===== config.mk =====
export PLATFORM = sky130hd
export DESIGN_NAME = timer_pwm_and_cascade
export DESIGN_NICKNAME = d
export VERILOG_FILES = /design/src/logic/timer_pkg.sv /design/src/logic/prescale_if.sv /design/src/logic/timer_prescaler.sv /design/src/logic/timer_pwm_and_cascade.sv
export SDC_FILE = /design/constraint.sdc
export NUM_CORES = 1
export LEC_CHECK = 0
export ABC_AREA = 1
export BUFFER_PORTS_ARGS = -buffer_cell sky130_fd_sc_hd__buf_4
export CAP_MARGIN = 20
export CELL_PAD_IN_SITES_DETAIL_PLACEMENT = 0
export CELL_PAD_IN_SITES_GLOBAL_PLACEMENT = 2
export CORE_MARGIN = 10
export CORE_UTILIZATION = 32
export DETAILED_ROUTE_END_ITERATION = 7
export PLACE_DENSITY_LB_ADDON = 0.08
export SETUP_SLACK_MARGIN = 0.05
export SLEW_MARGIN = 20
export SYNTH_ARGS = -nofsm -noshare
export SYNTH_HDL_FRONTEND = slang
export SYNTH_SLANG_ARGS = --single-unit

===== constraint.sdc =====
create_clock -name clk_i -period 2.45 [get_ports clk_i]
set_clock_uncertainty 0.15 [all_clocks]
set_input_delay 0.1225 -clock clk_i [delete_from_list [all_inputs] [get_ports clk_i]]
set_output_delay 0.1225 -clock clk_i [all_outputs]
set_load 0.05 [all_outputs]

===== src/logic/timer_pkg.sv =====
/*
 * constants, register map and types of the channel 1/2 timer counter.
 * assumes a 12-bit cpu data address space and an 8-bit register data path.
 */
package timer_pkg;

  // ----------------------------------------------------------------
  // register map
  // ----------------------------------------------------------------
  localparam logic [11:0] CH2_MODE_ADDR     = 12'h0f90;
  localparam logic [11:0] CH1_MODE_ADDR     = 12'h0fa8;
  localparam logic [11:0] CH2_CTRL_ADDR     = 12'h0f92;
  localparam logic [11:0] LOW_MOD_ADDR      = 12'h0f94;
  localparam logic [11:0] HIGH_MOD_ADDR     = 12'h0f96;
  localparam logic [11:0] CH1_MOD_ADDR      = 12'h0faa;
  localparam logic [11:0] CH2_COUNT_ADDR    = 12'h0f98;
  localparam logic [11:0] CH1_COUNT_ADDR    = 12'h0fac;
  localparam logic [11:0] FLAG_ADDR         = 12'h0f9a;

  // ----------------------------------------------------------------
  // field positions and reset values
  // ----------------------------------------------------------------
  localparam int unsigned START_BIT         = 3;
  localparam int unsigned RUN_BIT           = 2;
  localparam int unsigned MODE_LSB          = 0;
  localparam int unsigned PSEL_LSB          = 4;
  localparam int unsigned OE2_BIT           = 3;
  localparam logic [7:0]  MODE_RST          = 8'h00;
  localparam logic [7:0]  CTRL_RST          = 8'h00;
  localparam logic [7:0]  MOD_RST           = 8'h00;

  // ----------------------------------------------------------------
  // mode codes and count pulse codes
  // ----------------------------------------------------------------
  localparam logic [1:0]  MODE_8BIT         = 2'b00;
  localparam logic [1:0]  MODE_PWM          = 2'b01;
  localparam logic [1:0]  MODE_CASC         = 2'b10;
  localparam logic [2:0]  PSEL_A            = 3'b010;
  localparam logic [2:0]  PSEL_B            = 3'b011;
  localparam logic [2:0]  PSEL_C            = 3'b100;
  localparam logic [2:0]  PSEL_D            = 3'b101;
  localparam logic [2:0]  PSEL_E            = 3'b110;
  localparam logic [2:0]  PSEL_F            = 3'b111;

  // divider exponents of fx per pulse code
  localparam int unsigned CH2_EXP_A         = 1;
  localparam int unsigned CH2_EXP_B         = 0;
  localparam int unsigned CH2_EXP_C         = 10;
  localparam int unsigned CH2_EXP_D         = 8;
  localparam int unsigned CH2_EXP_E         = 6;
  localparam int unsigned CH2_EXP_F         = 4;
  localparam int unsigned CH1_EXP_B         = 5;
  localparam int unsigned CH1_EXP_C         = 12;
  localparam int unsigned CH1_EXP_D         = 10;
  localparam int unsigned CH1_EXP_E         = 8;
  localparam int unsigned CH1_EXP_F         = 6;
  localparam int unsigned PRESCALE_BITS     = 12;

  // ----------------------------------------------------------------
  // types
  // ----------------------------------------------------------------
  typedef enum logic [1:0] {
    WR_BYTE   = 2'b00,
    WR_NIBBLE = 2'b01,
    WR_BIT    = 2'b10
  } wsize_t;

  typedef enum logic [1:0] {
    PH_HIGH = 2'b01,
    PH_LOW  = 2'b10
  } phase_t;

endpackage


===== src/logic/prescale_if.sv =====
/*
 * carrier for the divided count pulse ticks.
 * assumes tick[k] is a one-cycle pulse every 2**k clocks, tick[0] always high.
 */
`timescale 1ns/1ps
interface prescale_if;
  logic [timer_pkg::PRESCALE_BITS:0] tick;
  modport src (output tick);
  modport dst (input  tick);
endinterface


===== src/logic/timer_prescaler.sv =====
/*
 * free-running divider of the system clock fx into power-of-two ticks.
 * assumes one clock domain; tick outputs are decoded from the counter.
 */
`timescale 1ns/1ps
module timer_prescaler
  import timer_pkg::*;
(
  // clock and reset
  input  wire logic clk_i,
  input  wire logic rst_i,
  // ticks
  prescale_if.src   pre
);

  logic [PRESCALE_BITS-1:0] div_r;
  logic [PRESCALE_BITS-1:0] div_nxt;

  always_comb begin
    div_nxt = div_r + 1'b1;
  end

  always_ff @(posedge clk_i or posedge rst_i) begin
    if (rst_i) begin
      div_r <= '0;
    end else begin
      div_r <= div_nxt;
    end
  end

  assign pre.tick[0] = 1'b1;

  genvar k;
  generate
    for (k = 1; k <= PRESCALE_BITS; k++) begin : g_tick
      assign pre.tick[k] = &div_r[k-1:0];
    end
  endgenerate

endmodule


===== src/logic/timer_pwm_and_cascade.sv =====
/*
 * timer counter channels 1 and 2: 8-bit, pwm and 16-bit cascade modes.
 * assumes a cpu register port on clk_i with byte, nibble and bit writes,
 * and a port pin outside that already routes timer_out_pin_o.
 */
// Operation
// - pwm: high-period match toggles output and selects low-period compare
// - pwm: low-period match sets flag, toggles, returns to high compare
// - pwm phases alternate forever while counting runs
// - output enable 0 holds pin low, 1 drives toggle flip-flop
// - start bit writable alone, self-clears; rest of mode written bytewise
// - both mode registers reset to zero
// - control register resets to zero; byte, nibble and bit writes
// - writing start clears counter and flag; counting follows if run set
// - run bit 0 holds count, 1 lets it count
// - cascade mode when channel 2 and channel 1 mode bits are 10, 10
// - channel 2 pulse codes select fx/2, fx, fx/1024, fx/256, fx/64, fx/16
// - channel 1 codes: ch2 overflow, fx/32, fx/4096, /1024, /256, /64
// - cascade joins both channels into one 16-bit interval timer
// - period is modulo value plus one count pulses
// - pwm is channel 2 mode 01, whatever the channel 1 mode bits
// - cascade feeds channel 2 overflow into channel 1 count input
// - cascade flag and toggle only when both counters match together
`timescale 1ns/1ps
module timer_pwm_and_cascade
  import timer_pkg::*;
(
  // clock and reset
  input  wire logic       clk_i,
  input  wire logic       rst_i,
  // cpu register port
  input  wire logic [11:0] reg_addr_i,
  input  wire logic        reg_wr_i,
  input  wire timer_pkg::wsize_t reg_wsize_i,
  input  wire logic [2:0]  reg_bit_i,
  input  wire logic [7:0]  reg_wdata_i,
  input  wire logic        reg_rd_i,
  output logic [7:0]       reg_rdata_o,
  // interrupt flags and acknowledge
  input  wire logic        irq2_clr_i,
  input  wire logic        irq1_clr_i,
  output logic             ch2_irq_flag_o,
  output logic             ch1_irq_flag_o,
  // timer output pin
  output logic             timer_out_pin_o
);
  import timer_pkg::*;

  // ----------------------------------------------------------------
  // state
  // ----------------------------------------------------------------
  logic [7:0] channel2_mode_reg_r, channel2_mode_reg_nxt;
  logic [7:0] channel1_mode_reg_r, channel1_mode_reg_nxt;
  logic [7:0] channel2_control_reg_r, channel2_control_reg_nxt;
  logic [7:0] low_period_modulo_r, low_period_modulo_nxt;
  logic [7:0] high_period_modulo_r, high_period_modulo_nxt;
  logic [7:0] channel1_modulo_r, channel1_modulo_nxt;
  logic [7:0] channel2_counter_r, channel2_counter_nxt;
  logic [7:0] channel1_counter_r, channel1_counter_nxt;
  logic       ch2_irq_flag_r, ch2_irq_flag_nxt;
  logic       chan_irq_flag_r, chan_irq_flag_nxt;
  logic       output_toggle_ff_r, output_toggle_ff_nxt;
  phase_t     phase_r, phase_nxt;
  logic [7:0] rdata_r, rdata_nxt;

  prescale_if pre ();

  timer_prescaler u_pre (
    .clk_i (clk_i),
    .rst_i (rst_i),
    .pre   (pre)
  );

  // ----------------------------------------------------------------
  // decode
  // ----------------------------------------------------------------
  logic       wr_tm2, wr_tm1, start2_w, start1_w, start2, start1;
  logic       pwm_mode, casc_mode, run2, run1, cp2, cp1sel, cp1;
  logic       step2, match2, match1, full, event2, ovf2, step1;
  logic [7:0] tgt2;

  // pulse select; unlisted codes give no pulse
  function automatic logic ch2_pulse(input logic [2:0] code,
                                     input logic [PRESCALE_BITS:0] t);
    case (code)
      PSEL_A:  ch2_pulse = t[CH2_EXP_A];
      PSEL_B:  ch2_pulse = t[CH2_EXP_B];
      PSEL_C:  ch2_pulse = t[CH2_EXP_C];
      PSEL_D:  ch2_pulse = t[CH2_EXP_D];
      PSEL_E:  ch2_pulse = t[CH2_EXP_E];
      PSEL_F:  ch2_pulse = t[CH2_EXP_F];
      default: ch2_pulse = 1'b0;
    endcase
  endfunction

  function automatic logic ch1_pulse(input logic [2:0] code,
                                     input logic [PRESCALE_BITS:0] t,
                                     input logic ovf);
    case (code)
      PSEL_A:  ch1_pulse = ovf;
      PSEL_B:  ch1_pulse = t[CH1_EXP_B];
      PSEL_C:  ch1_pulse = t[CH1_EXP_C];
      PSEL_D:  ch1_pulse = t[CH1_EXP_D];
      PSEL_E:  ch1_pulse = t[CH1_EXP_E];
      PSEL_F:  ch1_pulse = t[CH1_EXP_F];
      default: ch1_pulse = 1'b0;
    endcase
  endfunction

  always_comb begin
    wr_tm2    = reg_wr_i && (reg_addr_i == CH2_MODE_ADDR);
    wr_tm1    = reg_wr_i && (reg_addr_i == CH1_MODE_ADDR);
    // a bit write only reaches the start bit; a byte write may carry it too
    start2_w  = wr_tm2 && reg_wdata_i[START_BIT] && (reg_wsize_i == WR_BYTE) ||
                wr_tm2 && (reg_wsize_i == WR_BIT) && (reg_bit_i == 3'(START_BIT))
                       && reg_wdata_i[0];
    start1_w  = wr_tm1 && reg_wdata_i[START_BIT] && (reg_wsize_i == WR_BYTE) ||
                wr_tm1 && (reg_wsize_i == WR_BIT) && (reg_bit_i == 3'(START_BIT))
                       && reg_wdata_i[0];
    pwm_mode  = channel2_mode_reg_r[MODE_LSB +: 2] == MODE_PWM;
    casc_mode = (channel2_mode_reg_r[MODE_LSB +: 2] == MODE_CASC) &&
                (channel1_mode_reg_r[MODE_LSB +: 2] == MODE_CASC);
    start2    = start2_w;
    start1    = start1_w || (casc_mode && start2_w);
    run2      = channel2_mode_reg_r[RUN_BIT];
    run1      = casc_mode ? run2 : channel1_mode_reg_r[RUN_BIT];
    cp2       = ch2_pulse(channel2_mode_reg_r[PSEL_LSB +: 3], pre.tick);
    tgt2      = (pwm_mode && (phase_r == PH_HIGH)) ? high_period_modulo_r
                                                   : low_period_modulo_r;
    step2     = run2 && cp2 && !start2;
    match2    = channel2_counter_r == tgt2;
    match1    = channel1_counter_r == channel1_modulo_r;
    full      = casc_mode ? (match2 && match1) : match2;
    event2    = step2 && full;
    ovf2      = step2 && (channel2_counter_r == 8'hff) && !(casc_mode && full);
    cp1sel    = ch1_pulse(channel1_mode_reg_r[PSEL_LSB +: 3], pre.tick, ovf2);
    cp1       = casc_mode ? ovf2 : cp1sel;
    step1     = run1 && cp1 && !start1 && !casc_mode;
  end

  // ----------------------------------------------------------------
  // registers written by the cpu
  // ----------------------------------------------------------------
  always_comb begin
    channel2_mode_reg_nxt    = channel2_mode_reg_r;
    channel1_mode_reg_nxt    = channel1_mode_reg_r;
    channel2_control_reg_nxt = channel2_control_reg_r;
    low_period_modulo_nxt    = low_period_modulo_r;
    high_period_modulo_nxt   = high_period_modulo_r;
    channel1_modulo_nxt      = channel1_modulo_r;
    // start bit reads back one cycle, then clears as the timer starts
    channel2_mode_reg_nxt[START_BIT] = 1'b0;
    channel1_mode_reg_nxt[START_BIT] = 1'b0;
    if (wr_tm2) begin
      if (reg_wsize_i == WR_BYTE) begin
        channel2_mode_reg_nxt = {1'b0, reg_wdata_i[6:0]};
      end else if (start2_w) begin
        channel2_mode_reg_nxt[START_BIT] = 1'b1;
      end
    end
    if (wr_tm1) begin
      if (reg_wsize_i == WR_BYTE) begin
        channel1_mode_reg_nxt = {1'b0, reg_wdata_i[6:0]};
      end else if (start1_w) begin
        channel1_mode_reg_nxt[START_BIT] = 1'b1;
      end
    end
    if (reg_wr_i && (reg_addr_i == CH2_CTRL_ADDR)) begin
      case (reg_wsize_i)
        WR_BYTE:   channel2_control_reg_nxt = reg_wdata_i;
        WR_NIBBLE: begin
          if (reg_bit_i[2]) begin
            channel2_control_reg_nxt[7:4] = reg_wdata_i[3:0];
          end else begin
            channel2_control_reg_nxt[3:0] = reg_wdata_i[3:0];
          end
        end
        WR_BIT:    channel2_control_reg_nxt[reg_bit_i] = reg_wdata_i[0];
        default:   channel2_control_reg_nxt = channel2_control_reg_r;
      endcase
    end
    if (reg_wr_i && (reg_wsize_i == WR_BYTE)) begin
      if (reg_addr_i == LOW_MOD_ADDR)  low_period_modulo_nxt  = reg_wdata_i;
      if (reg_addr_i == HIGH_MOD_ADDR) high_period_modulo_nxt = reg_wdata_i;
      if (reg_addr_i == CH1_MOD_ADDR)  channel1_modulo_nxt    = reg_wdata_i;
    end
  end

  // ----------------------------------------------------------------
  // counters, phase, flags and output flip-flop
  // ----------------------------------------------------------------
  always_comb begin
    channel2_counter_nxt = channel2_counter_r;
    channel1_counter_nxt = channel1_counter_r;
    phase_nxt            = phase_r;
    output_toggle_ff_nxt = output_toggle_ff_r;
    ch2_irq_flag_nxt     = ch2_irq_flag_r && !irq2_clr_i;
    chan_irq_flag_nxt    = chan_irq_flag_r && !irq1_clr_i;
    if (start2) begin
      channel2_counter_nxt = 8'h00;
      ch2_irq_flag_nxt     = 1'b0;
      phase_nxt            = PH_HIGH;
    end else if (step2) begin
      // modulo n gives n+1 pulses per interval
      channel2_counter_nxt = full ? 8'h00 : channel2_counter_r + 8'h01;
    end
    if (event2) begin
      output_toggle_ff_nxt = !output_toggle_ff_r;
      if (pwm_mode) begin
        case (phase_r)
          PH_HIGH: phase_nxt = PH_LOW;
          PH_LOW: begin
            phase_nxt        = PH_HIGH;
            ch2_irq_flag_nxt = 1'b1;
          end
          default: phase_nxt = PH_HIGH;
        endcase
      end else begin
        ch2_irq_flag_nxt = 1'b1;
      end
    end
    if (start1) begin
      channel1_counter_nxt = 8'h00;
      chan_irq_flag_nxt    = 1'b0;
    end else if (casc_mode) begin
      if (event2) begin
        channel1_counter_nxt = 8'h00;
      end else if (ovf2) begin
        channel1_counter_nxt = channel1_counter_r + 8'h01;
      end
    end else if (step1) begin
      channel1_counter_nxt = match1 ? 8'h00 : channel1_counter_r + 8'h01;
      if (match1) begin
        chan_irq_flag_nxt = 1'b1;
      end
    end
  end

  // ----------------------------------------------------------------
  // read path
  // ----------------------------------------------------------------
  always_comb begin
    rdata_nxt = rdata_r;
    if (reg_rd_i) begin
      case (reg_addr_i)
        CH2_MODE_ADDR:  rdata_nxt = channel2_mode_reg_r;
        CH1_MODE_ADDR:  rdata_nxt = channel1_mode_reg_r;
        CH2_CTRL_ADDR:  rdata_nxt = channel2_control_reg_r;
        LOW_MOD_ADDR:   rdata_nxt = low_period_modulo_r;
        HIGH_MOD_ADDR:  rdata_nxt = high_period_modulo_r;
        CH1_MOD_ADDR:   rdata_nxt = channel1_modulo_r;
        CH2_COUNT_ADDR: rdata_nxt = channel2_counter_r;
        CH1_COUNT_ADDR: rdata_nxt = channel1_counter_r;
        FLAG_ADDR:      rdata_nxt = {6'h00, chan_irq_flag_r, ch2_irq_flag_r};
        default:        rdata_nxt = 8'h00;
      endcase
    end
  end

  always_ff @(posedge clk_i or posedge rst_i) begin
    if (rst_i) begin
      channel2_mode_reg_r    <= MODE_RST;
      channel1_mode_reg_r    <= MODE_RST;
      channel2_control_reg_r <= CTRL_RST;
      low_period_modulo_r    <= MOD_RST;
      high_period_modulo_r   <= MOD_RST;
      channel1_modulo_r      <= MOD_RST;
      channel2_counter_r     <= 8'h00;
      channel1_counter_r     <= 8'h00;
      ch2_irq_flag_r         <= 1'b0;
      chan_irq_flag_r        <= 1'b0;
      output_toggle_ff_r     <= 1'b0;
      phase_r                <= PH_HIGH;
      rdata_r                <= 8'h00;
    end else begin
      channel2_mode_reg_r    <= channel2_mode_reg_nxt;
      channel1_mode_reg_r    <= channel1_mode_reg_nxt;
      channel2_control_reg_r <= channel2_control_reg_nxt;
      low_period_modulo_r    <= low_period_modulo_nxt;
      high_period_modulo_r   <= high_period_modulo_nxt;
      channel1_modulo_r      <= channel1_modulo_nxt;
      channel2_counter_r     <= channel2_counter_nxt;
      channel1_counter_r     <= channel1_counter_nxt;
      ch2_irq_flag_r         <= ch2_irq_flag_nxt;
      chan_irq_flag_r        <= chan_irq_flag_nxt;
      output_toggle_ff_r     <= output_toggle_ff_nxt;
      phase_r                <= phase_nxt;
      rdata_r                <= rdata_nxt;
    end
  end

  // pin is gated, not registered, so enable takes effect at once
  assign timer_out_pin_o = channel2_control_reg_r[OE2_BIT] && output_toggle_ff_r;
  assign ch2_irq_flag_o  = ch2_irq_flag_r;
  assign ch1_irq_flag_o  = chan_irq_flag_r;
  assign reg_rdata_o     = rdata_r;
endmodule


==> results.sh <==
export IMPL_dp_cells=990
export IMPL_cts_root_buf="clkbuf_16"
export IMPL_synth_ff_type="dfrtp_1"
export IMPL_grt_use_total_pct=16.2
export IMPL_cts_tree="yes"
export IMPL_fmax_mhz=401
export IMPL_ir_drop_uv=317
export IMPL_leakagePower_uw=0.00314
export IMPL_drive_gt1_share_pct=21.0
export IMPL_clk_latency_ps=360
export IMPL_rows=46
export IMPL_crit_type="flip-flop to flip-flop"
export IMPL_pre_cts_ws_ps=-126
export IMPL_layout_min_cycle_time_ps=2490
export IMPL_gp_congestion=0.907
export IMPL_post_dp_cell_area_um2=6120
export IMPL_worstPathRequired_ps=2600
export IMPL_status="complete, but fails checks"
export IMPL_syn_nets=743
export IMPL_synth_cells=705
export IMPL_synth_ff_latch_count=87
export IMPL_grt_pass1_wl_um=28000
export IMPL_grt_max_degree=58
export IMPL_powerDensity_nw_per_um2=529
export IMPL_drv_slew=0
export IMPL_die_width_um=148
export IMPL_initialDrtViolationCount=367
export IMPL_routed_wl_um=17700
export IMPL_io_pins=42
export IMPL_violations="negative setup slack"
export IMPL_start_util_pct=32.9
export IMPL_htreeDepth=3
export IMPL_tightest_slew_ps=1080
export IMPL_grt_overflow=0
export IMPL_dieArea_um2=22000
export IMPL_post_drt_wl_per_cell_um=17.1
export IMPL_switching_share_pct=31.7
export IMPL_syn_to_final_growth_pct=29.4
export IMPL_synth_area_per_cell_um2=7.49
export IMPL_final_core_util_pct=42.6
export IMPL_synth_distinct_cells=43
export IMPL_final_cell_area_um2=6840
export IMPL_critPathMaxFanout=8
export IMPL_fin_nets=856
export IMPL_yosys_top_cells_area="dfrtp_1 (41%), nand2_1 (11%), inv_1 (7.7%)"
export IMPL_slew_headroom_pct=27.7
export IMPL_netlist_top_cells_count="nand2_1 (153), inv_1 (108), dfrtp_1 (86)"
export IMPL_finalPower_uw=3610
export IMPL_p_int_uw=2470
export IMPL_syn_area_um2=5280
export IMPL_p_sw_uw=1150
export IMPL_hold_path_class="input pin to flip-flop"
export IMPL_grt_antenna_before_repair=0
export IMPL_antenna_cells=0
export IMPL_clkPwrFrac_pct=39.9
export IMPL_dp_hpwl_um=13900
export IMPL_ys_seq_area_share_pct=41.2
export IMPL_min_period_over_period_pct=102
export IMPL_cts_buffers=9
export IMPL_synth_warnings=0
export IMPL_critPathArrivalTime_ps=2650
export IMPL_synth_top_cell_by_area="dfrtp_1"
export IMPL_synth_edf_count=0
export IMPL_max_cap_violations=0
export IMPL_viasPerCell=4.96
export IMPL_synth_most_common_cell="nand2_1"
export IMPL_drt_pre_antenna_iters=5
export IMPL_stdcell_count=1039
export IMPL_critPathLaunchType="flip-flop"
export IMPL_via_count=5158
export IMPL_die_y_um=148
export IMPL_rsz0062_at_grt="true"
export IMPL_clockBufferDepth=2
export IMPL_drc=0
export IMPL_ant_nets=0
export IMPL_core_area_um2=16100
export IMPL_setup_viol=8
export IMPL_nFillCells=1696
export IMPL_grt_pass1_vias=5089
export IMPL_synth_top_area_share_pct=40.7
export IMPL_io_buffers=41
export IMPL_cts_sinks=87
export IMPL_p_comb_share_pct=17.2
export IMPL_clkTransAtPathRegs_ps=70
export IMPL_hold_violations=0
export IMPL_pwr_share_seq_pct=42.8
export IMPL_setup_slack_ps=-44.9
export IMPL_async_flop_share_pct=100
export IMPL_cp_end_kind="flip-flop"
## power groups by stage
stage,clock network (uW),logic [uW],registers (uW)
global placement,0,559,1580
floorplan,0,327,1580
global route,1540,685,1550
finish,1440,623,1550
CTS,1480,592,1550
detailed placement,0,560,1570
## cell families (layout without fill, tap and decap cells)
family          count (synthesis)  in the layout  synth area share [%]
flops                          87             87                  41.2
simple gates                  323            326                  27.9
buf+inv                       125            240                  9.17
compound gates                134            134                  15.2
fa+ha+maj                       7              7                  1.66
xor+xnor                       29             29                  4.81
## layout make-up
type / instances / area, um^2 / area share [%]
clock buffers: 9 / 225 / 3.29
inverters: 113 / 428 / 6.26
repair buffers: 111 / 905 / 13.2
flip-flops and latches: 87 / 2180 / 31.9
multi-input cells: 496 / 2740 / 40.1
well taps: 216 / 270 / 3.95
clock inverters: 7 / 91.3 / 1.34
## flip-flops by register name, indices dropped and copies added (netlist names)
signal	cells
ch1_irq_flag_o	1
ch2_irq_flag_o	1
channel1_counter_r	8
channel1_mode_reg_r	7
channel1_modulo_r	8
channel2_control_reg_r	8
channel2_counter_r	8
channel2_mode_reg_r	7
high_period_modulo_r	8
low_period_modulo_r	8
output_toggle_ff_r	1
phase_r	2
reg_rdata_o	8
u_pre.div_r	12
## through the flow
step / setup TNS [ps] / hold slack (ps)
floorplan: 0 / 81.7
global placement: -154 / 98.6
detailed placement: -881 / 96.3
CTS: 0 / 23.5
global route: -1100 / 82.9
finish: -276 / 20.5
## path summary, 6_finish.rpt
kind                            startpoint                   endpoint  slack (ps)  cells past startpoint
min                         reg_wdata_i[3]  channel2_control_reg_r[3]          20                      3
max in group asynchronous            rst_i     low_period_modulo_r[7]        1530                      4
min reg2reg                u_pre.div_r[11]            u_pre.div_r[11]         320                      1
max reg2reg                     phase_r[0]      channel1_counter_r[2]         -40                     16
max                             phase_r[0]      channel1_counter_r[2]         -40                     16
min in group asynchronous            rst_i             reg_rdata_o[7]         250                      4
## layout by cell type, fill, tap and decap left out, types with 22 or more instances in the layout
cell type / count
nor2_1: 51
o21ai_0: 55
nand2_1: 144
nand3_1: 52
dfrtp_1: 86
inv_1: 105
nand2_2: 22
buf_4: 92
o22ai_1: 24
## metal layers
layer	track usage (%)	up-vias	share of wire, %
met5	0	-	0
met4	4.61	0	1.3
met3	2.12	18	3.8
met2	27.0	109	49
met1	21.4	2475	46
li1	-	2556	-
## worst max-delay path, cell delays in order, from the launching register on
cell     delay (ps)
dfstp_2         540
inv_2            50
nor2_4          170
buf_6           130
buf_6            80
nand3_1          80
nand3_1          90
nand2_1          50
nor2_1          100
nand2_1         100
nor2_4          170
nand3_4         110
a21oi_4         230
nand2_4         120
nand2_8         150
nand2_2          50
nand2_1          60
## what timing repair did
item | in CTS | in global routing
hold endpoints to repair | 108 | 0
resized for setup | 17 | 14
hold buffers | 14 | 0
endpoints found under the setup margin | 10 | 20
gates cloned | 3 | 0
setup buffers | 8 | 8
pin swaps | 8 | 10
No activity file was read; power rests on OpenSTA's default activity.
